[config.mk]
export PLATFORM = sky130hd
export DESIGN_NAME = cpu_flag_and_condition_unit
export DESIGN_NICKNAME = d
export VERILOG_FILES = /design/src/include/flag_unit_pkg.sv /design/src/condition_eval.sv /design/src/operand_range.sv /design/src/cpu_flag_and_condition_unit.sv
export SDC_FILE = /design/constraint.sdc
export NUM_CORES = 1
export LEC_CHECK = 0
export BUFFER_PORTS_ARGS = -buffer_cell sky130_fd_sc_hd__buf_2
export CAP_MARGIN = 20
export CELL_PAD_IN_SITES_DETAIL_PLACEMENT = 1
export CELL_PAD_IN_SITES_GLOBAL_PLACEMENT = 1
export CORE_AREA = 2 2 123 125
export CTS_CLUSTER_DIAMETER = 150
export DETAILED_ROUTE_END_ITERATION = 10
export DIE_AREA = 0 0 125 127
export PLACE_DENSITY = 0.89
export REMOVE_ABC_BUFFERS = 1
export SLEW_MARGIN = 10
export SYNTH_ARGS = -nofsm -noshare
export SYNTH_HDL_FRONTEND = slang
export SYNTH_HIERARCHICAL = 1
export SYNTH_SLANG_ARGS = --single-unit
[constraint.sdc]
create_clock -name clk -period 4 [get_ports clk]
set_clock_uncertainty 0.05 [all_clocks]
set_input_delay 0.2 -clock clk [delete_from_list [all_inputs] [get_ports clk]]
set_output_delay 0.2 -clock clk [all_outputs]
set_load 0.005 [all_outputs]
[src/include/flag_unit_pkg.sv]
package flag_unit_pkg;

	// ****************************************************************
	// register map (byte addresses on APB; printed offsets are words)
	// ****************************************************************
	localparam logic [7:0] IMASK_INDEX = 8'hFB;
	localparam logic [7:0] FLAGS_INDEX = 8'hFC;
	localparam logic [7:0] WGP_INDEX = 8'hFD;
	localparam logic [11:0] IMASK_ADDR = 12'h3EC;
	localparam logic [11:0] FLAGS_ADDR = 12'h3F0;
	localparam logic [11:0] WGP_ADDR = 12'h3F4;
	localparam logic [11:0] OPSTAT_ADDR = 12'h000;
	localparam logic [7:0] IMASK_RESET = 8'h00;
	localparam logic [7:0] FLAGS_RESET = 8'h00;
	localparam logic [7:0] WGP_RESET = 8'h00;

	// ****************************************************************
	// flag bit positions in the status flag register
	// ****************************************************************
	localparam int CARRY_BIT = 7;
	localparam int ZERO_BIT = 6;
	localparam int SIGN_BIT = 5;
	localparam int RANGE_BIT = 4;
	localparam int MINUS_BIT = 3;
	localparam int NIBBLE_BIT = 2;

	// ****************************************************************
	// operation classes issued by the datapath
	// ****************************************************************
	typedef enum logic [2:0] {
		OP_NONE = 3'h0,
		OP_ADD = 3'h1,
		OP_SUB = 3'h3,
		OP_LOGIC = 3'h2,
		OP_SHIFT = 3'h6,
		OP_BCD = 3'h7,
		OP_RESTORE = 3'h5,
		OP_WRITE = 3'h4
	} op_class_t;

	typedef struct packed {
		op_class_t opClass;
		logic [7:0] opA;
		logic [7:0] opB;
		logic carryIn;
		logic [7:0] shiftResult;
		logic shiftCarry;
		logic [7:0] savedFlags;
	} flag_req_t;

	typedef struct packed {
		logic carry;
		logic zero;
		logic sign;
		logic range;
		logic minus;
		logic nibble;
	} flag_set_t;

	// condition selector values
	localparam logic [3:0] CC_NEVER = 4'h0;
	localparam logic [3:0] CC_SIGNED_BELOW = 4'h1;
	localparam logic [3:0] CC_SIGNED_AT_MOST = 4'h2;
	localparam logic [3:0] CC_UNSIGNED_AT_MOST = 4'h3;
	localparam logic [3:0] CC_RANGE_ERROR = 4'h4;
	localparam logic [3:0] CC_SIGN_SET = 4'h5;
	localparam logic [3:0] CC_ZERO = 4'h6;
	localparam logic [3:0] CC_CARRY = 4'h7;
	localparam logic [3:0] CC_ALWAYS = 4'h8;
	localparam logic [3:0] CC_SIGNED_AT_LEAST = 4'h9;
	localparam logic [3:0] CC_SIGNED_ABOVE = 4'hA;
	localparam logic [3:0] CC_UNSIGNED_ABOVE = 4'hB;
	localparam logic [3:0] CC_NO_RANGE_ERROR = 4'hC;
	localparam logic [3:0] CC_SIGN_CLEAR = 4'hD;
	localparam logic [3:0] CC_NOT_NULL = 4'hE;
	localparam logic [3:0] CC_NO_CARRY = 4'hF;
	localparam int CC_MSB = 7;
	localparam int CC_LSB = 4;

	// pack and unpack flags to the register layout
	function automatic logic [7:0] pack_flags(input flag_set_t f);
		logic [7:0] v;
		v = 8'h00;
		v[CARRY_BIT] = f.carry;
		v[ZERO_BIT] = f.zero;
		v[SIGN_BIT] = f.sign;
		v[RANGE_BIT] = f.range;
		v[MINUS_BIT] = f.minus;
		v[NIBBLE_BIT] = f.nibble;
		return v;
	endfunction : pack_flags

	function automatic flag_set_t unpack_flags(input logic [7:0] v);
		flag_set_t f;
		f.carry = v[CARRY_BIT];
		f.zero = v[ZERO_BIT];
		f.sign = v[SIGN_BIT];
		f.range = v[RANGE_BIT];
		f.minus = v[MINUS_BIT];
		f.nibble = v[NIBBLE_BIT];
		return f;
	endfunction : unpack_flags

endpackage : flag_unit_pkg

[src/condition_eval.sv]
// ********************************************************************
// combinational jump predicate decode
// ********************************************************************
module condition_eval (
	input wire logic [7:0] opcode,
	input wire flag_unit_pkg::flag_set_t flags,
	output logic taken
);
	logic [3:0] sel;
	logic signedLess;

	// selector is the opcode's upper nibble
	// selector from opcode
	assign sel = opcode[flag_unit_pkg::CC_MSB:flag_unit_pkg::CC_LSB];
	assign signedLess = flags.sign ^ flags.range;

	always_comb begin
		case (sel)
			flag_unit_pkg::CC_NEVER: taken = 1'b0;
			flag_unit_pkg::CC_ALWAYS: taken = 1'b1;
			flag_unit_pkg::CC_CARRY: taken = flags.carry;
			flag_unit_pkg::CC_NO_CARRY: taken = ~flags.carry;
			flag_unit_pkg::CC_ZERO: taken = flags.zero;
			flag_unit_pkg::CC_NOT_NULL: taken = ~flags.zero;
			flag_unit_pkg::CC_SIGN_SET: taken = flags.sign;
			flag_unit_pkg::CC_SIGN_CLEAR: taken = ~flags.sign;
			flag_unit_pkg::CC_RANGE_ERROR: taken = flags.range;
			flag_unit_pkg::CC_NO_RANGE_ERROR: taken = ~flags.range;
			flag_unit_pkg::CC_SIGNED_AT_LEAST: taken = ~signedLess;
			flag_unit_pkg::CC_SIGNED_BELOW: taken = signedLess;
			flag_unit_pkg::CC_SIGNED_ABOVE: taken = ~(flags.zero | signedLess);
			flag_unit_pkg::CC_SIGNED_AT_MOST: taken = flags.zero | signedLess;
			flag_unit_pkg::CC_UNSIGNED_ABOVE: taken = ~(flags.carry | flags.zero);
			flag_unit_pkg::CC_UNSIGNED_AT_MOST: taken = flags.carry | flags.zero;
			default: taken = 1'b0;
		endcase
	end
endmodule : condition_eval

[src/operand_range.sv]
// ********************************************************************
// operand range shaping for addressing modes
// ********************************************************************
module operand_range (
	input wire logic [7:0] operand,
	input wire logic [15:0] nextPc,
	input wire logic [3:0] indexSel,
	output logic [7:0] pairAddr,
	output logic [3:0] workPairSel,
	output logic [15:0] relTarget,
	output logic [7:0] indexBase,
	output logic [3:0] indexReg
);
	assign pairAddr = {operand[7:1], 1'b0};
	assign workPairSel = {operand[3:1], 1'b0};
	assign relTarget = nextPc + {{8{operand[7]}}, operand};
	assign indexBase = operand;
	assign indexReg = indexSel;
endmodule : operand_range

[src/cpu_flag_and_condition_unit.sv]
// Contract
// - signed add/sub/shift sets range flag on result beyond 127 or -128
// - logical ops clear range flag
// - interrupt return reloads range, minus and nibble flags from stack copy
// - subtraction sets minus flag, addition clears it
// - jumps test only carry, zero, sign and range flags
// - nibble carry on carry out of or borrow into bit 3
// - bcd correction uses nibble and minus flags
// - selector is opcode bits 4 to 7
// - 0000 never true, 1000 always true
// - single-flag selectors decoded per flag sense
// - signed comparisons from sign xor range term
// - unsigned comparisons from carry and zero
// - register pairs even only, working pairs even 0 to 14
// - relative byte is signed offset from next instruction
// - immediate, register and direct operands span 00h to FFh
// - indexed operand is 8-bit base plus selector 0 to 15
// - interrupt mask at FBh, flags at FCh, pointer at FDh
// - carry on carry out of or borrow into bit 7
// - zero flag set when result is zero
// - sign flag copies result bit 7
//
// The APB register port was left to the implementer.
module cpu_flag_and_condition_unit (
	input wire logic clk,
	input wire logic rst,
	input wire logic ce,
	input wire flag_unit_pkg::flag_req_t req,
	input wire logic reqValid,
	input wire logic [7:0] opcode,
	input wire logic [7:0] operand,
	input wire logic [15:0] nextPc,
	input wire logic [3:0] indexSel,
	output logic [7:0] result,
	output logic jumpTaken,
	output logic [7:0] pairAddr,
	output logic [3:0] workPairSel,
	output logic [15:0] relTarget,
	output logic [7:0] indexBase,
	output logic [3:0] indexReg,
	output logic [7:0] flagsOut,
	output logic [7:0] interruptMask,
	output logic [7:0] workingGroupPointer,
	input wire logic psel,
	input wire logic penable,
	input wire logic pwrite,
	input wire logic [11:0] paddr,
	input wire logic [31:0] pwdata,
	output logic [31:0] prdata,
	output logic pready,
	output logic pslverr
);

	// ****************************************************************
	// state
	// ****************************************************************
	logic [7:0] flags_reg;
	logic [7:0] flags_next;
	logic [7:0] imask_reg;
	logic [7:0] wgp_reg;
	logic [7:0] result_reg;
	logic [7:0] result_next;
	logic [7:0] opcount_reg;
	flag_unit_pkg::flag_set_t cur;
	flag_unit_pkg::flag_set_t upd;

	assign cur = flag_unit_pkg::unpack_flags(flags_reg);

	// ****************************************************************
	// arithmetic
	// ****************************************************************
	logic isSub;
	logic [8:0] sum9;
	logic [4:0] low5;
	logic [7:0] bSel;
	logic [7:0] logicRes;
	logic [7:0] bcdAdj;
	logic [8:0] bcdSum;
	logic bcdLow;
	logic bcdHigh;

	assign isSub = (req.opClass == flag_unit_pkg::OP_SUB);
	// subtraction is done as add of inverted operand; borrow = ~carry
	assign bSel = isSub ? ~req.opB : req.opB;
	assign sum9 = {1'b0, req.opA} + {1'b0, bSel}
		+ {8'h00, req.carryIn ^ isSub};
	assign low5 = {1'b0, req.opA[3:0]} + {1'b0, bSel[3:0]}
		+ {4'h0, req.carryIn ^ isSub};
	// logical class is an AND, OR or XOR done by the datapath; opB carries
	// the already combined value so the flag logic stays class-generic
	assign logicRes = req.opB;

	// correction terms depend on last op direction and the nibble carry
	// bcd uses nibble and minus
	assign bcdLow = cur.nibble | (~cur.minus & (req.opA[3:0] > 4'h9));
	assign bcdHigh = cur.carry | (~cur.minus & (req.opA > 8'h99));
	assign bcdAdj = {(bcdHigh ? 4'h6 : 4'h0), (bcdLow ? 4'h6 : 4'h0)};
	assign bcdSum = cur.minus ? ({1'b0, req.opA} - {1'b0, bcdAdj})
		: ({1'b0, req.opA} + {1'b0, bcdAdj});

	// flag update by operation class
	always_comb begin
		upd = cur;
		result_next = result_reg;
		flags_next = flags_reg;
		case (req.opClass)
			flag_unit_pkg::OP_ADD, flag_unit_pkg::OP_SUB: begin
				result_next = sum9[7:0];
				// carry or borrow at bit 7
				upd.carry = sum9[8] ^ isSub;
				upd.zero = (sum9[7:0] == 8'h00);
				upd.sign = sum9[7];
				upd.range = (req.opA[7] == bSel[7]) && (sum9[7] != req.opA[7]);
				upd.minus = isSub;
				upd.nibble = low5[4] ^ isSub;
				flags_next = flag_unit_pkg::pack_flags(upd);
			end
			flag_unit_pkg::OP_LOGIC: begin
				result_next = logicRes;
				upd.zero = (logicRes == 8'h00);
				upd.sign = logicRes[7];
				upd.range = 1'b0;
				flags_next = flag_unit_pkg::pack_flags(upd);
			end
			flag_unit_pkg::OP_SHIFT: begin
				result_next = req.shiftResult;
				upd.carry = req.shiftCarry;
				upd.zero = (req.shiftResult == 8'h00);
				upd.sign = req.shiftResult[7];
				// sign changed by the shift means out of range
				upd.range = req.shiftResult[7] ^ req.opA[7];
				flags_next = flag_unit_pkg::pack_flags(upd);
			end
			flag_unit_pkg::OP_BCD: begin
				result_next = bcdSum[7:0];
				upd.carry = bcdHigh;
				upd.zero = (bcdSum[7:0] == 8'h00);
				upd.sign = bcdSum[7];
				flags_next = flag_unit_pkg::pack_flags(upd);
			end
			flag_unit_pkg::OP_RESTORE: begin
				flags_next = req.savedFlags;
			end
			flag_unit_pkg::OP_WRITE: begin
				// plain load keeps flags as written; no flag side effect
				flags_next = req.savedFlags;
			end
			default: begin
				flags_next = flags_reg;
			end
		endcase
	end

	// ****************************************************************
	// APB slave
	// ****************************************************************
	logic access;
	logic wrAccess;
	logic hitFlags;
	logic hitImask;
	logic hitWgp;
	logic hitStat;
	logic mapped;
	logic dpWrite;

	// single-cycle access phase: no wait states
	assign pready = 1'b1;
	assign access = psel & penable;
	assign wrAccess = access & pwrite;
	assign hitImask = (paddr == flag_unit_pkg::IMASK_ADDR);
	assign hitFlags = (paddr == flag_unit_pkg::FLAGS_ADDR);
	assign hitWgp = (paddr == flag_unit_pkg::WGP_ADDR);
	assign hitStat = (paddr == flag_unit_pkg::OPSTAT_ADDR);
	assign mapped = hitImask | hitFlags | hitWgp | hitStat;
	assign pslverr = access & ~mapped;
	assign dpWrite = reqValid & (req.opClass != flag_unit_pkg::OP_NONE);

	// read mux, narrow registers in the low byte
	always_comb begin
		prdata = 32'h00000000;
		if (hitImask) begin
			prdata = {24'h000000, imask_reg};
		end else if (hitFlags) begin
			prdata = {24'h000000, flags_reg};
		end else if (hitWgp) begin
			prdata = {24'h000000, wgp_reg};
		end else if (hitStat) begin
			prdata = {24'h000000, opcount_reg};
		end
	end

	// flag register: datapath update wins over a bus write in same cycle
	always_ff @(posedge clk) begin
		if (rst) begin
			flags_reg <= flag_unit_pkg::FLAGS_RESET;
			result_reg <= 8'h00;
		end else if (ce) begin
			if (dpWrite) begin
				flags_reg <= flags_next;
				result_reg <= result_next;
			end else if (wrAccess && hitFlags) begin
				flags_reg <= pwdata[7:0];
			end
		end
	end

	// control registers, bus only
	always_ff @(posedge clk) begin
		if (rst) begin
			imask_reg <= flag_unit_pkg::IMASK_RESET;
			wgp_reg <= flag_unit_pkg::WGP_RESET;
		end else if (ce && wrAccess) begin
			if (hitImask) begin
				imask_reg <= pwdata[7:0];
			end
			if (hitWgp) begin
				wgp_reg <= pwdata[7:0];
			end
		end
	end

	// count of flag updates, read-only state for software
	always_ff @(posedge clk) begin
		if (rst) begin
			opcount_reg <= 8'h00;
		end else if (ce && dpWrite) begin
			opcount_reg <= opcount_reg + 8'h01;
		end
	end

	assign result = result_reg;
	assign flagsOut = flags_reg;
	assign interruptMask = imask_reg;
	assign workingGroupPointer = wgp_reg;

	// ****************************************************************
	// condition and operand decode
	// ****************************************************************
	// predicate straight from flags
	condition_eval u_cond (
		.opcode(opcode),
		.flags(cur),
		.taken(jumpTaken)
	);

	operand_range u_range (
		.operand(operand),
		.nextPc(nextPc),
		.indexSel(indexSel),
		.pairAddr(pairAddr),
		.workPairSel(workPairSel),
		.relTarget(relTarget),
		.indexBase(indexBase),
		.indexReg(indexReg)
	);

	// ****************************************************************
	// checks
	// ****************************************************************
	a_logic_clears_range: assert property (@(posedge clk) disable iff (rst)
		ce && reqValid && req.opClass == flag_unit_pkg::OP_LOGIC
		|=> !flags_reg[flag_unit_pkg::RANGE_BIT])
		else $error("range flag not cleared by logical op");
	a_minus_on_sub: assert property (@(posedge clk) disable iff (rst)
		ce && reqValid && req.opClass == flag_unit_pkg::OP_SUB
		|=> flags_reg[flag_unit_pkg::MINUS_BIT])
		else $error("minus flag not set after subtraction");
	a_minus_on_add: assert property (@(posedge clk) disable iff (rst)
		ce && reqValid && req.opClass == flag_unit_pkg::OP_ADD
		|=> !flags_reg[flag_unit_pkg::MINUS_BIT])
		else $error("minus flag not cleared after addition");
	a_restore_loads: assert property (@(posedge clk) disable iff (rst)
		ce && reqValid && req.opClass == flag_unit_pkg::OP_RESTORE
		|=> flags_reg == $past(req.savedFlags))
		else $error("restored flags differ from stack copy");
	a_zero_matches: assert property (@(posedge clk) disable iff (rst)
		ce && reqValid && req.opClass == flag_unit_pkg::OP_ADD
		|=> flags_reg[flag_unit_pkg::ZERO_BIT] == (result == 8'h00))
		else $error("zero flag disagrees with result");
	a_sign_matches: assert property (@(posedge clk) disable iff (rst)
		ce && reqValid && req.opClass == flag_unit_pkg::OP_LOGIC
		|=> flags_reg[flag_unit_pkg::SIGN_BIT] == result[7])
		else $error("sign flag disagrees with result bit 7");
	a_never_taken: assert property (@(posedge clk) disable iff (rst)
		opcode[7:4] == flag_unit_pkg::CC_NEVER |-> !jumpTaken)
		else $error("never selector taken");
	a_always_taken: assert property (@(posedge clk) disable iff (rst)
		opcode[7:4] == flag_unit_pkg::CC_ALWAYS |-> jumpTaken)
		else $error("always selector not taken");
	a_signed_below: assert property (@(posedge clk) disable iff (rst)
		opcode[7:4] == flag_unit_pkg::CC_SIGNED_BELOW
		|-> jumpTaken == (flags_reg[5] ^ flags_reg[4]))
		else $error("signed below decode wrong");
	a_pair_even: assert property (@(posedge clk) disable iff (rst)
		!pairAddr[0] && !workPairSel[0])
		else $error("odd register pair address");
	a_add_nibble: assert property (@(posedge clk) disable iff (rst)
		ce && reqValid && req.opClass == flag_unit_pkg::OP_ADD
		&& ({1'b0, req.opA[3:0]} + {1'b0, req.opB[3:0]}
		+ {4'h0, req.carryIn}) > 5'h0F
		|=> flags_reg[flag_unit_pkg::NIBBLE_BIT])
		else $error("nibble carry missing after addition");
	a_add_carry: assert property (@(posedge clk) disable iff (rst)
		ce && reqValid && req.opClass == flag_unit_pkg::OP_ADD
		&& ({1'b0, req.opA} + {1'b0, req.opB}
		+ {8'h00, req.carryIn}) > 9'h0FF
		|=> flags_reg[flag_unit_pkg::CARRY_BIT])
		else $error("carry missing after addition");
	a_add_no_carry: assert property (@(posedge clk) disable iff (rst)
		ce && reqValid && req.opClass == flag_unit_pkg::OP_ADD
		&& ({1'b0, req.opA} + {1'b0, req.opB}
		+ {8'h00, req.carryIn}) <= 9'h0FF
		|=> !flags_reg[flag_unit_pkg::CARRY_BIT])
		else $error("carry set without carry out");
	a_sub_zero: assert property (@(posedge clk) disable iff (rst)
		ce && reqValid && req.opClass == flag_unit_pkg::OP_SUB
		|=> flags_reg[flag_unit_pkg::ZERO_BIT] == (result == 8'h00))
		else $error("zero flag disagrees with difference");
	a_shift_sign: assert property (@(posedge clk) disable iff (rst)
		ce && reqValid && req.opClass == flag_unit_pkg::OP_SHIFT
		|=> flags_reg[flag_unit_pkg::SIGN_BIT] == result[7])
		else $error("sign flag disagrees with shifted bit 7");
	a_no_carry_taken: assert property (@(posedge clk) disable iff (rst)
		opcode[7:4] == flag_unit_pkg::CC_NO_CARRY
		|-> jumpTaken == !flags_reg[flag_unit_pkg::CARRY_BIT])
		else $error("no carry selector decode wrong");
	a_sign_clear: assert property (@(posedge clk) disable iff (rst)
		opcode[7:4] == flag_unit_pkg::CC_SIGN_CLEAR
		|-> jumpTaken == !flags_reg[flag_unit_pkg::SIGN_BIT])
		else $error("sign clear selector decode wrong");
	a_signed_above: assert property (@(posedge clk) disable iff (rst)
		opcode[7:4] == flag_unit_pkg::CC_SIGNED_ABOVE
		|-> jumpTaken == !(flags_reg[6] | (flags_reg[5] ^ flags_reg[4])))
		else $error("signed above decode wrong");
	a_unsigned_above: assert property (@(posedge clk) disable iff (rst)
		opcode[7:4] == flag_unit_pkg::CC_UNSIGNED_ABOVE
		|-> jumpTaken == !(flags_reg[7] | flags_reg[6]))
		else $error("unsigned above decode wrong");
	a_flags_readback: assert property (@(posedge clk) disable iff (rst)
		psel && penable && paddr == flag_unit_pkg::FLAGS_ADDR
		|-> prdata == {24'h000000, flags_reg})
		else $error("flag register read returns wrong data");

endmodule : cpu_flag_and_condition_unit

==> impl_results.md <==
* Run status: finished, final reports clean
* Post-Synth XOR/XNOR Area at 8.94%
* Fin crit period at 3.24 ns
* Vias in the first global route at 5051
* Crit-path slowest cell: dfxtp_1
* Die span in x at 125 microns
* Flop pwr share at 28.8%
* GRT overflow at 0
* Synthesis-stage register bit count at 40
* Largest net degree at the start of global routing at 45
* Max cap viols at 0
* Max clock buf depth at 2
* Vias per Instance at 5.34
* Vias at 4949
* Buffer and inverter count on the worst path at 1
* Site row count at 44
* Yosys cell types at 73
* Hold Vio Cnt, Final at 0
* Reg-to-reg setup timing slack at 0.76 ns
* Detail Route Antenna Nets at 0
* Layout fillers at 1851
* DR WL/cell at 17.0 microns
* Top_reg_cell synth: dfxtp_1
* Largest family of logic cells by synthesized area: simple AND/OR/NAND/NOR gates
* Relative slew slack at 43.0%
* CP endpoint kind: flop
* Design area at 5570 sq um
* Sw Ratio at 34.9%
* Tot Pwr at 1490 uW
* Mean Syn Cell Area at 7.70 sq um
* Yosys warnings at 6
* Worst-path cell chain: nand2b_1, o32ai_1, a21oi_1, ha_1, inv_1, mux2i_1, ha_1, nor3_1, nand3_1, a31oi_1, mux2i_1, nand4_1, a31oi_1
* Adder-cell area share of the yosys netlist at 9.79%
* Pins Over Slew Limit at 0
* Post-synthesis compound-gate area fraction at 20.8%
* I/O Buffers at 167
* CTS sink count at 40
* Clk root buf: clkbuf_16
* Drt total wl at 15800 microns
* Share of cells above drive strength 1 at 27.2%
* Crit-path max FO at 10
* CP peak stage delay at 0.60 ns
* Post-DP HPWL at 12800 microns
* Leakage at 0.00266 uW
* EDFF count, synth at 0
* H-tree depth at 2
* Number of remaining DRC errors at 0
* Setup Viol. Count Final at 0
* WP depth at 13
* Core box area at 14400 sq um
* Number of buffers created by CTS at 5
* Initial antenna violation count at 2
* Setup bufs post-CTS at 0
* TritonRoute pass-1 iters at 4
* Min-Delay Path Class: input port to flop
* CTS tree: yes
* Worst Hold Depth at 3
* CTS Hold Buffers Added at 0
* CP Data Arrival Time at 3.40 ns
* Internal power component at 971 uW
* Power per cell area at 268 nW/um^2
* Path depth of the worst reg2reg path at 13
* Simple-Gate Fraction of Synth Area at 23.4%
* CP Launch Type: flop
* Sequential fraction of the synthesis area at 17.0%
* Max Clock Freq at 308 MHz
* DR iter-0 viols at 302
* GR Util All Layers at 19.2%
* Area leader, netlist: dfxtp_1
* Mux share of post-synthesis cell area at 7.69%
* Skew-Pair Late Insertion Delay at 0.28 ns
* Top-count cell post-synth: nor2_1
* GPL Wtd Cong at 0.880
* Commonest cells post-synth: nor2_1, buf_4, a21oi_1
* Gate power share at 41.1%
* RSZ-0062 raised after global routing: no
* Worst slew pin tran at 0.856 ns
* First-pass GRT wire length at 25400 microns
* Resize count post-CTS at 0
* Area contributors post-synth: dfxtp_1, ha_1, buf_4, mux2i_1, nor2_1
* Initial core utilization at 32.6%
* NumNets Final at 898
* Period utilisation layout at 81.0%
* Clock Pin Slew Worst Setup and Hold Paths at 0.06 ns
* Die area at 15900 sq um
* VDD IR max at 0.000185 V
* Mapped cell area at 4700 sq um
* Sw Pwr at 520 uW
* Placed cell area at 5400 sq um
* Total negative slack at 0 ns
* Kind of critical path: flop to flop
* Die height at 127 microns
* Ports at 231
* Worst EP required at 4.16 ns
* Area grow syn2layout at 18.4%
* Post-synthesis cell count at 611
* Crit path max-delay family: compound AO/OA/AOI/OAI gates
* Clock power share at 30.1%
* Ys async rst share at 0%
* Yosys top cell area share at 17.0%
[layer usage]
layer | up-vias | global-route usage [%] | share of wire, %
li1 | 2377 | - | -
met1 | 2353 | 23.0 | 41
met2 | 188 | 35.0 | 50
met3 | 31 | 3.48 | 6.2
met4 | 0 | 6.14 | 2.8
met5 | - | 0 | 0
[through the flow]
stage	hold WS, ns	setup slack (ns)	util (%)	instances
after global routing	0.136	0.467	38.6	926
after floorplan	0.219	0.980	-	561
after detailed placement	0.350	0.822	37.4	916
after CTS	0.133	0.797	38.6	924
final	0.134	0.758	38.6	926
after global placement	0.350	0.913	37.4	916
[final timing paths]
kind	start	end
max	flagsOut[3]$_SDFFE_PP0P_	flagsOut[6]$_SDFFE_PP0P_
min	pwdata[6]	workingGroupPointer[6]$_SDFFE_PP0P_
max reg2reg	flagsOut[3]$_SDFFE_PP0P_	flagsOut[6]$_SDFFE_PP0P_
min reg2reg	result[0]$_SDFFE_PP0P_	result[0]$_SDFFE_PP0P_
[power groups by stage]
stage	clock (uW)	combinational (uW)	sequential, uW
final	449	612	430
after global routing	476	680	431
after CTS	454	611	429
after detailed placement	0	606	438
after global placement	0	584	438
after floorplan	0	368	432
[kinds of logic (layout without fill, tap and decap cells)]
| family | Yosys count | in the layout |
|---|---|---|
| AO/OA/AOI/OAI | 143 | 143 |
| XOR/XNOR | 48 | 48 |
| adder cells (fa/ha/maj) | 35 | 35 |
| buffers and inverters | 95 | 200 |
| flip-flops | 40 | 40 |
| multiplexers | 36 | 36 |
| other | 3 | 29 |
| AND/OR/NAND/NOR | 211 | 211 |
[cells in the final DEF, fill, tap and decap left out, drive strengths merged, types with 9 or more instances in the layout]
| master | n |
|---|---|
| o21ai | 23 |
| nor2 | 72 |
| xor2 | 19 |
| ha | 32 |
| nand3 | 16 |
| a21oi | 48 |
| conb | 27 |
| nor2b | 10 |
| nand2 | 32 |
| dfxtp | 40 |
| buf | 171 |
| xnor2 | 29 |
| mux2i | 35 |
| nand4 | 9 |
| nor3 | 17 |
| inv | 20 |
[cell type report]
class	instances	area (sq um)	share of cell area, %
antenna	2	5.00	0.0898
clock buffer	6	129	2.31
clock inverter	2	35.0	0.629
inverter	21	78.8	1.42
multi-input combinational	500	3430	61.5
sequential	40	801	14.4
tap	184	230	4.13
timing repair buffer	171	866	15.5
[worst reg2reg max path, cell delays in order, from the launching register on]
cell	delay (ns)
dfxtp_1	0.60
nand2b_1	0.20
o32ai_1	0.10
a21oi_1	0.28
ha_1	0.29
inv_1	0.05
mux2i_1	0.06
ha_1	0.27
nor3_1	0.17
nand3_1	0.10
a31oi_1	0.23
mux2i_1	0.38
nand4_1	0.21
a31oi_1	0.19
(Power assumes the default switching activity.)
